[src/rtl/rail_seq_defs.vh]
// constants for the rail turn-off, restart and retry sequencer
`ifndef RAIL_SEQ_DEFS_VH
`define RAIL_SEQ_DEFS_VH
// command codes
`define CMD_CLEAR_FAULTS  8'h03
`define CMD_OUT_OV_RESP   8'h41
`define CMD_OUT_UV_RESP   8'h45
`define CMD_IN_OV_RESP    8'h56
`define CMD_START_RESP    8'h63
`define CMD_TOFF_DELAY    8'h64
`define CMD_FALL_TIME     8'h65
`define CMD_WARN_LIMIT    8'h66
`define CMD_STATUS_BYTE   8'h78
`define CMD_STATUS_WORD   8'h79
`define CMD_STATUS_INPUT  8'h7c
`define CMD_CHAN_CONFIG   8'hd0
`define CMD_RETRY_IVL     8'hdb
`define CMD_RESTART_HOLD  8'hdc
// reset values
`define RST_OUT_OV_RESP   8'hb8
`define RST_OUT_UV_RESP   8'hb8
`define RST_IN_OV_RESP    8'h80
`define RST_START_RESP    8'hb8
`define RST_TOFF_DELAY    16'h8000
`define RST_FALL_TIME     16'hd200
`define RST_WARN_LIMIT    16'hf258
`define RST_RETRY_IVL     16'hfabc
`define RST_RESTART_HOLD  16'hfbe8
`define RST_CHAN_CONFIG   8'h00
// field positions and codes
`define CFG_NO_RETRY_DECAY 0
`define CFG_DECAY_CHECK    1
`define SB_NONE_ABOVE      0
`define SWH_INPUT          5
`define SIN_IN_OV          7
`define RESP_SHUT          2'b10
`define RESP_DELAYED       2'b01
`define RETRY_FOREVER      3'b111
// timing: time base is one subtick of 1/16 ms
`define CLK_NS            20
`define SUBTICK_NS        62500
`define SUBTICK_CYC       (`SUBTICK_NS / `CLK_NS)
`define UNIT_SHIFT        4
`define FALL_MIN          32'd4
`define FALL_MAX          32'd20800
`define FALL_MAX_CODE     16'h7bff
`define SLOPE_MAX_MV      16'd250
`define WARN_MIN          32'd1920
`define WARN_MAX          32'd8384000
`define HOLD_MIN          32'd2176
`define HOLD_MAX          32'd1048320
`define HOLD_STEP_MASK    32'hffffff00
`define RETRY_MIN         32'd1920
`define RETRY_MAX         32'd1342080
`define RETRY_STEP_MASK   32'hfffffff0
`endif

[src/rtl/linear_decode.v]
// linear 5-bit exponent, 11-bit mantissa word to 1/16 ms units
`timescale 1ns/1ps
`include "rail_seq_defs.vh"
module linear_decode
(
  // encoded word in, time in subticks out
  input  wire [15:0] word,
  output reg  [31:0] units
);
  wire signed [10:0] mant = word[10:0];
  wire signed [5:0]  expo = {word[15], word[15:11]};
  wire signed [6:0]  sh   = expo + 7'sd4;
  reg         [63:0] wide;

  // signed exponent shift with saturation, negatives read as zero
  always @*
  begin
    wide  = 64'h0;
    units = 32'h0;
    if (!mant[10])
    begin
      if (!sh[6])
        wide = {53'h0, mant} << sh[5:0];
      else
        wide = {53'h0, mant} >> (7'd0 - sh);
      units = (|wide[63:32]) ? 32'hffffffff : wide[31:0];
    end
  end
endmodule // linear_decode

[src/rtl/rail_turnoff_sequencer.v]
// turn-off ramp, restart hold and fault retry sequencer for one rail
`timescale 1ns/1ps
`include "rail_seq_defs.vh"
module rail_turnoff_sequencer
#(
  parameter SUBTICK_CYCLES = `SUBTICK_CYC
)
(
  // clock and reset
  input  wire        clk,
  input  wire        reset_n,
  // command port
  input  wire        cmdWrite,
  input  wire        cmdRead,
  input  wire [7:0]  cmdCode,
  input  wire [15:0] cmdData,
  output reg  [15:0] rdData,
  output reg         rdValid,
  // run pin, open drain
  input  wire        runIn,
  output reg         runOut,
  output reg         runOe,
  // operation and analog view
  input  wire        opOn,
  input  wire [15:0] setpoint,
  input  wire [15:0] outputVoltage,
  // fault detections, one-cycle pulses
  input  wire        faultInOv,
  input  wire        faultOutOv,
  input  wire        faultOutUv,
  input  wire        faultStartup,
  // rail control and flags
  output reg  [15:0] vref,
  output reg         stageDrive,
  output reg         startPulse,
  output reg         toffWarn,
  output reg         alert
);
  localparam [2:0] S_OFF   = 3'd0;
  localparam [2:0] S_ON    = 3'd1;
  localparam [2:0] S_DELAY = 3'd2;
  localparam [2:0] S_DIV   = 3'd3;
  localparam [2:0] S_FALL  = 3'd4;
  localparam [2:0] S_DECAY = 3'd5;

  reg  [7:0]  respOutOv, respOutUv, respInOv, respStart, chanConfig;
  reg  [15:0] toffDelayWord, fallWord, warnWord, retryWord, holdWord;
  reg  [7:0]  statusByte, statusWordHi, statusInput;
  reg  [2:0]  state;
  reg  [31:0] subCnt, mainCnt, holdCnt, retryCnt, warnCnt;
  reg         tick, runPrev, faultLatched, retryPending;
  reg  [16:0] divRem;
  reg  [15:0] divQuo, step;
  reg  [4:0]  divCnt;
  wire [79:0] words;
  wire [159:0] units;
  reg  [31:0] fallU, warnU, holdU, retryU;
  reg  [7:0]  resp;
  reg         shutReq, retryReq;
  wire [16:0] divTry;
  wire        decayed, needDecay, canStart, runFall, offCmd;

  // all timing words decode through one decoder each
  assign words = {toffDelayWord, retryWord, holdWord, warnWord, fallWord};
  genvar i;
  generate
    for (i = 0; i < 5; i = i + 1)
    begin : g_dec
      linear_decode u_dec
      (
        .word  (words[16*i +: 16]),
        .units (units[32*i +: 32])
      );
    end
  endgenerate

  // clamp decoded fall, warning, hold and retry times, quantise hold and retry
  always @*
  begin
    fallU = units[31:0];
    if (fallWord == `FALL_MAX_CODE || fallU > `FALL_MAX)
      fallU = `FALL_MAX;
    else if (fallU < `FALL_MIN)
      fallU = `FALL_MIN;
    warnU = units[63:32];
    if (warnU != 32'h0 && warnU < `WARN_MIN)
      warnU = `WARN_MIN;
    else if (warnU > `WARN_MAX)
      warnU = `WARN_MAX;
    holdU = units[95:64];
    if (holdU < `HOLD_MIN)
      holdU = `HOLD_MIN;
    else if (holdU > `HOLD_MAX)
      holdU = `HOLD_MAX;
    holdU = (holdU + 32'hff) & `HOLD_STEP_MASK;
    retryU = units[127:96];
    if (retryU < `RETRY_MIN)
      retryU = `RETRY_MIN;
    else if (retryU > `RETRY_MAX)
      retryU = `RETRY_MAX;
    retryU = (retryU + 32'hf) & `RETRY_STEP_MASK;
  end

  // pick the response byte of the fault that fired
  always @*
  begin
    resp = 8'h00;
    if (faultInOv)
      resp = respInOv;
    else if (faultOutOv)
      resp = respOutOv;
    else if (faultOutUv)
      resp = respOutUv;
    else if (faultStartup)
      resp = respStart;
    shutReq  = (resp[7:6] == `RESP_SHUT) || (resp[7:6] == `RESP_DELAYED);
    retryReq = shutReq && (resp[5:3] == `RETRY_FOREVER);
  end

  assign decayed   = outputVoltage < (setpoint >> 3);
  assign needDecay = (retryPending && !chanConfig[`CFG_NO_RETRY_DECAY]) ||
                     chanConfig[`CFG_DECAY_CHECK];
  assign canStart  = runIn && opOn && !runOe && !faultLatched &&
                     (!retryPending || retryCnt == 32'h0) &&
                     (!needDecay || decayed);
  assign runFall   = runPrev && !runIn;
  assign offCmd    = !runIn || !opOn;
  assign divTry    = {divRem[15:0], divQuo[15]};

  // subtick prescaler
  always @(posedge clk)
  begin
    if (!reset_n)
    begin
      subCnt <= 32'h0;
      tick   <= 1'b0;
    end
    else if (subCnt == SUBTICK_CYCLES - 1)
    begin
      subCnt <= 32'h0;
      tick   <= 1'b1;
    end
    else
    begin
      subCnt <= subCnt + 32'h1;
      tick   <= 1'b0;
    end
  end

  // command writes, reads and status flags
  always @(posedge clk)
  begin
    if (!reset_n)
    begin
      respOutOv     <= `RST_OUT_OV_RESP;
      respOutUv     <= `RST_OUT_UV_RESP;
      respInOv      <= `RST_IN_OV_RESP;
      respStart     <= `RST_START_RESP;
      toffDelayWord <= `RST_TOFF_DELAY;
      fallWord      <= `RST_FALL_TIME;
      warnWord      <= `RST_WARN_LIMIT;
      retryWord     <= `RST_RETRY_IVL;
      holdWord      <= `RST_RESTART_HOLD;
      chanConfig    <= `RST_CHAN_CONFIG;
      statusByte    <= 8'h00;
      statusWordHi  <= 8'h00;
      statusInput   <= 8'h00;
      rdData        <= 16'h0;
      rdValid       <= 1'b0;
      alert         <= 1'b0;
    end
    else
    begin
      if (cmdWrite)
      begin
        case (cmdCode)
          `CMD_OUT_OV_RESP:  respOutOv <= cmdData[7:0];
          `CMD_OUT_UV_RESP:  respOutUv <= cmdData[7:0];
          `CMD_IN_OV_RESP:   respInOv <= cmdData[7:0];
          `CMD_START_RESP:   respStart <= cmdData[7:0];
          `CMD_TOFF_DELAY:   toffDelayWord <= cmdData;
          `CMD_FALL_TIME:    fallWord <= cmdData;
          `CMD_WARN_LIMIT:   warnWord <= cmdData;
          `CMD_RETRY_IVL:    retryWord <= cmdData;
          `CMD_RESTART_HOLD: holdWord <= cmdData;
          `CMD_CHAN_CONFIG:  chanConfig <= cmdData[7:0];
          `CMD_CLEAR_FAULTS:
          begin
            statusByte   <= 8'h00;
            statusWordHi <= 8'h00;
            statusInput  <= 8'h00;
          end
          default: ;
        endcase
      end
      // set after clear so a same-cycle event survives
      if (faultInOv)
      begin
        statusByte[`SB_NONE_ABOVE] <= 1'b1;
        statusWordHi[`SWH_INPUT]   <= 1'b1;
        statusInput[`SIN_IN_OV]    <= 1'b1;
      end
      alert   <= |statusInput || faultInOv;
      rdValid <= cmdRead;
      if (cmdRead)
      begin
        case (cmdCode)
          `CMD_OUT_OV_RESP:  rdData <= {8'h00, respOutOv};
          `CMD_OUT_UV_RESP:  rdData <= {8'h00, respOutUv};
          `CMD_IN_OV_RESP:   rdData <= {8'h00, respInOv};
          `CMD_START_RESP:   rdData <= {8'h00, respStart};
          `CMD_TOFF_DELAY:   rdData <= toffDelayWord;
          `CMD_FALL_TIME:    rdData <= fallWord;
          `CMD_WARN_LIMIT:   rdData <= warnWord;
          `CMD_RETRY_IVL:    rdData <= retryWord;
          `CMD_RESTART_HOLD: rdData <= holdWord;
          `CMD_CHAN_CONFIG:  rdData <= {8'h00, chanConfig};
          `CMD_STATUS_BYTE:  rdData <= {8'h00, statusByte};
          `CMD_STATUS_WORD:  rdData <= {statusWordHi, statusByte};
          `CMD_STATUS_INPUT: rdData <= {8'h00, statusInput};
          default:           rdData <= 16'h0;
        endcase
      end
    end
  end

  // run pin hold after a falling edge
  always @(posedge clk)
  begin
    if (!reset_n)
    begin
      runPrev <= 1'b0;
      runOut  <= 1'b0;
      runOe   <= 1'b0;
      holdCnt <= 32'h0;
    end
    else
    begin
      runPrev <= runIn;
      runOut  <= 1'b0;
      if (runFall && !runOe)
      begin
        runOe   <= 1'b1;
        holdCnt <= holdU;
      end
      else if (runOe && tick)
      begin
        if (holdCnt <= 32'h1)
        begin
          holdCnt <= 32'h0;
          runOe   <= 1'b0;
        end
        else
          holdCnt <= holdCnt - 32'h1;
      end
    end
  end

  // retry interval timer, started when the fault is seen
  always @(posedge clk)
  begin
    if (!reset_n)
    begin
      retryCnt     <= 32'h0;
      retryPending <= 1'b0;
      faultLatched <= 1'b0;
    end
    else if (shutReq && state != S_OFF && state != S_DECAY)
    begin
      retryPending <= retryReq;
      faultLatched <= !retryReq;
      retryCnt     <= retryU;
    end
    else if (offCmd)
    begin
      // off then on clears latched and retrying faults
      retryPending <= 1'b0;
      faultLatched <= 1'b0;
      retryCnt     <= 32'h0;
    end
    else
    begin
      if (startPulse)
        retryPending <= 1'b0;
      if (tick && retryCnt != 32'h0)
        retryCnt <= retryCnt - 32'h1;
    end
  end

  // main sequence: on, delay, slope divide, ramp, decay watch
  always @(posedge clk)
  begin
    if (!reset_n)
    begin
      state      <= S_OFF;
      mainCnt    <= 32'h0;
      warnCnt    <= 32'h0;
      vref       <= 16'h0;
      stageDrive <= 1'b0;
      startPulse <= 1'b0;
      toffWarn   <= 1'b0;
      divRem     <= 17'h0;
      divQuo     <= 16'h0;
      divCnt     <= 5'h0;
      step       <= 16'h0;
    end
    else
    begin
      startPulse <= 1'b0;
      case (state)
        S_OFF:
        begin
          if (canStart)
          begin
            startPulse <= 1'b1;
            stageDrive <= 1'b1;
            toffWarn   <= 1'b0;
            vref       <= setpoint;
            state      <= S_ON;
          end
        end
        S_ON:
        begin
          vref <= setpoint;
          if (shutReq)
            state <= S_DIV;
          else if (offCmd)
          begin
            mainCnt <= units[159:128];
            state   <= S_DELAY;
          end
          divRem <= 17'h0;
          divCnt <= 5'd16;
        end
        S_DELAY:
        begin
          if (shutReq || mainCnt == 32'h0)
            state <= S_DIV;
          else if (tick)
            mainCnt <= mainCnt - 32'h1;
          divQuo <= vref;
        end
        S_DIV:
        begin
          // one quotient bit per cycle: step = setpoint / fall time
          if (divCnt == 5'd16 && divRem == 17'h0 && divQuo != vref)
            divQuo <= vref;
          else if (divCnt != 5'h0)
          begin
            if (divTry >= fallU[16:0])
            begin
              divRem <= divTry - fallU[16:0];
              divQuo <= {divQuo[14:0], 1'b1};
            end
            else
            begin
              divRem <= divTry;
              divQuo <= {divQuo[14:0], 1'b0};
            end
            divCnt <= divCnt - 5'h1;
          end
          else
          begin
            if (divQuo > `SLOPE_MAX_MV)
              step <= `SLOPE_MAX_MV;
            else if (divQuo == 16'h0)
              step <= 16'h1;
            else
              step <= divQuo;
            state <= S_FALL;
          end
        end
        S_FALL:
        begin
          if (vref == 16'h0)
          begin
            stageDrive <= 1'b0;
            warnCnt    <= 32'h0;
            state      <= S_DECAY;
          end
          else if (tick)
            vref <= (vref > step) ? vref - step : 16'h0;
        end
        S_DECAY:
        begin
          if (!chanConfig[`CFG_DECAY_CHECK] || decayed)
            state <= S_OFF;
          else if (tick)
          begin
            warnCnt <= warnCnt + 32'h1;
            if (warnU != 32'h0 && warnCnt + 32'h1 >= warnU)
              toffWarn <= 1'b1;
          end
        end
        default: state <= S_OFF;
      endcase
    end
  end
endmodule // rail_turnoff_sequencer

[config.mk]
export PLATFORM = sky130hd
export DESIGN_NAME = rail_turnoff_sequencer
export DESIGN_NICKNAME = d
export VERILOG_FILES = /design/src/rtl/linear_decode.v /design/src/rtl/rail_turnoff_sequencer.v
export VERILOG_INCLUDE_DIRS = /design/src /design/src/rtl
export SDC_FILE = /design/constraint.sdc
export NUM_CORES = 1
export LEC_CHECK = 0
export BUFFER_PORTS_ARGS = -buffer_cell sky130_fd_sc_hd__buf_2
export CORE_AREA = 2 2 421 214
export CTS_CLUSTER_DIAMETER = 60
export DETAILED_ROUTE_END_ITERATION = 10
export DIE_AREA = 0 0 423 216
export GPL_ROUTABILITY_DRIVEN = 1
export PLACE_DENSITY = 0.59
export SETUP_SLACK_MARGIN = 0.1
export SLEW_MARGIN = 5
export SYNTH_ARGS = -nofsm -noshare
export SYNTH_HDL_FRONTEND = slang
export SYNTH_SLANG_ARGS = --single-unit
[constraint.sdc]
create_clock -name clk -period 6.8 [get_ports clk]
set_clock_uncertainty 0.15 [all_clocks]
set_input_delay 1.36 -clock clk [delete_from_list [all_inputs] [get_ports clk]]
set_output_delay 1.36 -clock clk [all_outputs]
set_load 0.005 [all_outputs]
==> impl_metrics.tcl <==
set metrics [dict create \
    outcome "finished clean" \
    ys.flop_type "dfxtp_1" \
    drt_iter0_markers 4376 \
    ir_drop_mv 0.175 \
    cts.sinks 380 \
    power.net_switching_mw 2.74 \
    grt_pass1_vias 27604 \
    r2r_end "divRem[6]" \
    numPortBuffers 103 \
    crit_start "fallWord[11]" \
    synthArstFlopShare_pct 0 \
    rrSetupSlack_ns 0.42 \
    internal_power_mw 4.78 \
    holdPathEnd "respInOv[2]" \
    path_class "flop to flop" \
    reg2regPathDepth 22 \
    drt_first_pass_iters 7 \
    p_leak_nw 12.6 \
    tightest_slew_ns 1.17 \
    die-area_sq_um 91400 \
    drv_cap 0 \
    reg2reg_from "fallWord[11]" \
    swShare_pct 36.4 \
    cts_root_buf "clkbuf_16" \
    crit_path_end_kind "flop" \
    ys_top_cells_by_count "510 x nand2_1, 380 x dfxtp_1, 360 x a21oi_1, 337 x nor2_1, 237 x o21ai_0" \
    slew_violations 0 \
    grt_antenna_before_repair 10 \
    avgSynthCellArea_sq_um 7.47 \
    synth-edff-count 0 \
    core_sq_um 87700 \
    synthTopCellsByArea "dfxtp_1 25%, nand2_1 6.3%, a21oi_1 5.9%" \
    initial_core_util_pct 34.8 \
    post-route-period-util_pct 93.9 \
    max-slew-margin-rel_pct 20.0 \
    path_clk_slew_ns 0.07 \
    antenna_left 0 \
    p_clk_share_pct 35.2 \
    cts.htree.levels 2 \
    routed-via-count 31715 \
    yosysTopAreaCell "dfxtp_1" \
    top_layer_used "met5" \
    routed_wl_um 111000 \
    ff_latch_area_sq_um 7610 \
    area_delta_synth_final_pct 9.84 \
    ys_seq_area_share_pct 24.9 \
    met3RoutedLength_um 13300 \
    cts_setup_buffers 0 \
    synth_cell_types 107 \
    required_ns 7.09 \
    ys_ff_latch 380 \
    clk_path_buf_depth 3 \
    slowest_delay_ns 0.64 \
    wirelength_met1_um 56500 \
    cp_slowest_cell "ha_1" \
    cts-buffers-inserted 43 \
    ys_warn_count 0 \
    worst_ep_arrival_time_ns 6.67 \
    nets 4179 \
    syn_area_sq_um 30500 \
    multi_input_area_sq_um 21400 \
    boundaryPins 105 \
    min_path_type "flop to flop" \
    worstSetupStartpointType "flop" \
    row_count 77 \
    dr_wl_met2_um 39300 \
    hpwl_um 82100 \
    grt_start_max_net_pins 131 \
    grt_overflow 0 \
    synth_top_area_share_pct 24.9 \
    place_congestion 0.973 \
    fin_crit_ns 6.38 \
    clkLatencyLatePin_ns 0.62 \
    die_w_um 423 \
    setup_viol 0 \
    worstPathMaxFanout 23 \
    grt_pass1_wl_um 170000 \
    syn_inst 4079 \
    hold_path_startpoint "respInOv[2]" \
    finalSetupTns_ns 0 \
    globalRouteTotalUtil_pct 23.3 \
    num-fill-cells 9180 \
    final_hold_viol_count 0 \
    hold_depth 2 \
    rsz0062_at_grt "no" \
    drive_gt1_share_pct 9.99 \
    fmax_ghz 0.157 \
    postLayoutCoreUtil_pct 38.2 \
    wl_per_cell_um 21.2 \
    seq_power_share_pct 34.9 \
    cts_tree "done" \
    synth.most_common_cell "nand2_1" \
    drc_errors 0 \
    power_frac_comb_pct 29.9 \
    critical_path.cell_chain "clkinv_1 -> ha_1 -> mux2_2 -> o21ai_0 -> inv_1 -> a311o_1 -> a2111oi_0 -> buf_4 -> and4_1 -> o21a_4 -> nand3_1 -> ha_1 -> nor2b_1 -> o21a_1 -> o21a_1 -> o41a_1 -> o211ai_1 -> nand4_1 -> a31oi_2 -> buf_12 -> mux2i_1 -> o21ai_0" \
    die_y_um 216 \
    p_per_area_nw_per_um2 224 \
    viasPerCell 6.06 \
]
[final cells by class]
type | instances | area share [%]
clock buffer | 51 | 3.42
timing repair buffer | 172 | 3.13
antenna | 3 | 0.0224
clock inverter | 25 | 1.22
multi-input combinational | 3305 | 63.8
sequential | 380 | 22.7
inverter | 112 | 1.28
tap | 1185 | 4.43
[cells in the final DEF, fill, tap and decap left out, drive strengths merged, types with 71 or more instances in the layout]
cell type  instances
nor2             337
a21oi            360
buf              172
inv              107
nand3            180
nor4              71
xor2              88
nand2            510
dfxtp            380
ha                97
mux2i             96
o21ai            241
nor3             121
[registers in the layout (all words and copies together) (netlist names), 16 cells and up]
signal	count
divRem	17
warnWord	16
toffDelayWord	16
fallWord	16
holdWord	16
subCnt	32
step	16
holdCnt	32
mainCnt	32
rdData	16
retryCnt	32
vref	16
retryWord	16
divQuo	16
warnCnt	32
[power by group through the flow]
stage          combinational (mW)  clock (mW)  sequential [mW]
6_report                     2.24        2.65             2.62
5_1_grt                      2.47        2.80             2.65
4_1_cts                      2.19        2.71             2.62
3_5_place_dp                 2.18           0             2.67
3_3_place_gp                 2.16           0             2.67
2_1_floorplan                1.60           0             2.58
[cells by family after synthesis]
kind of cell	share of synthesized area [%]
multiplexers	8.74
AND/OR/NAND/NOR	26.8
adder cells (fa/ha/maj)	4.11
XOR/XNOR	4.48
buffers and inverters	5.32
other	0.0246
flip-flops	24.9
AO/OA/AOI/OAI	25.6
[layer usage]
| metal | vias to the layer above | GRT usage (%) |
|---|---|---|
| met5 | - | 0.104 |
| met4 | 4 | 3.83 |
| met3 | 114 | 6.90 |
| met2 | 1581 | 27.8 |
| met1 | 15017 | 38.8 |
| li1 | 14999 | - |
[how the worst max path moves through the flow]
| stage | to | slack (ns) | cells after the start |
|---|---|---|---|
| after floorplan | divRem[10] | 0.49 | 24 |
| after global placement | divRem[14] | 0.72 | 22 |
| after detailed placement | divRem[5] | 0.65 | 22 |
| after CTS | divRem[5] | 0.58 | 22 |
| after global routing | divRem[8] | 0.15 | 22 |
| final | divRem[6] | 0.42 | 22 |
[through the flow]
stage | hold WS, ns | setup slack [ns] | area, sq um | instances | power (mW)
final | 0.309 | 0.416 | 33500 | 5233 | 7.51
after global routing | 0.320 | 0.155 | 33500 | 5232 | 7.93
after CTS | 0.307 | 0.581 | 33500 | 5230 | 7.52
after detailed placement | 0.291 | 0.648 | 31900 | 5154 | 4.84
after global placement | 0.292 | 0.720 | 31900 | 5154 | 4.83
after floorplan | 0.268 | 0.487 | 30500 | 4090 | 4.18
[worst max-delay path: cells and delay by family, from the launching register on]
kind            cells  cell delay (ns)
compound gates     10             2.89
simple gates        4             0.62
mux                 2             0.62
flops               1             0.35
fa+ha+maj           2             0.94
buf+inv             4             0.63
[repair_timing]
action,4_1_cts,5_1_grt
endpoints found under the setup margin,0,5
gates resized for setup,0,2
hold buffers,0,0
Note: power is estimated with default switching activity, not from simulation.
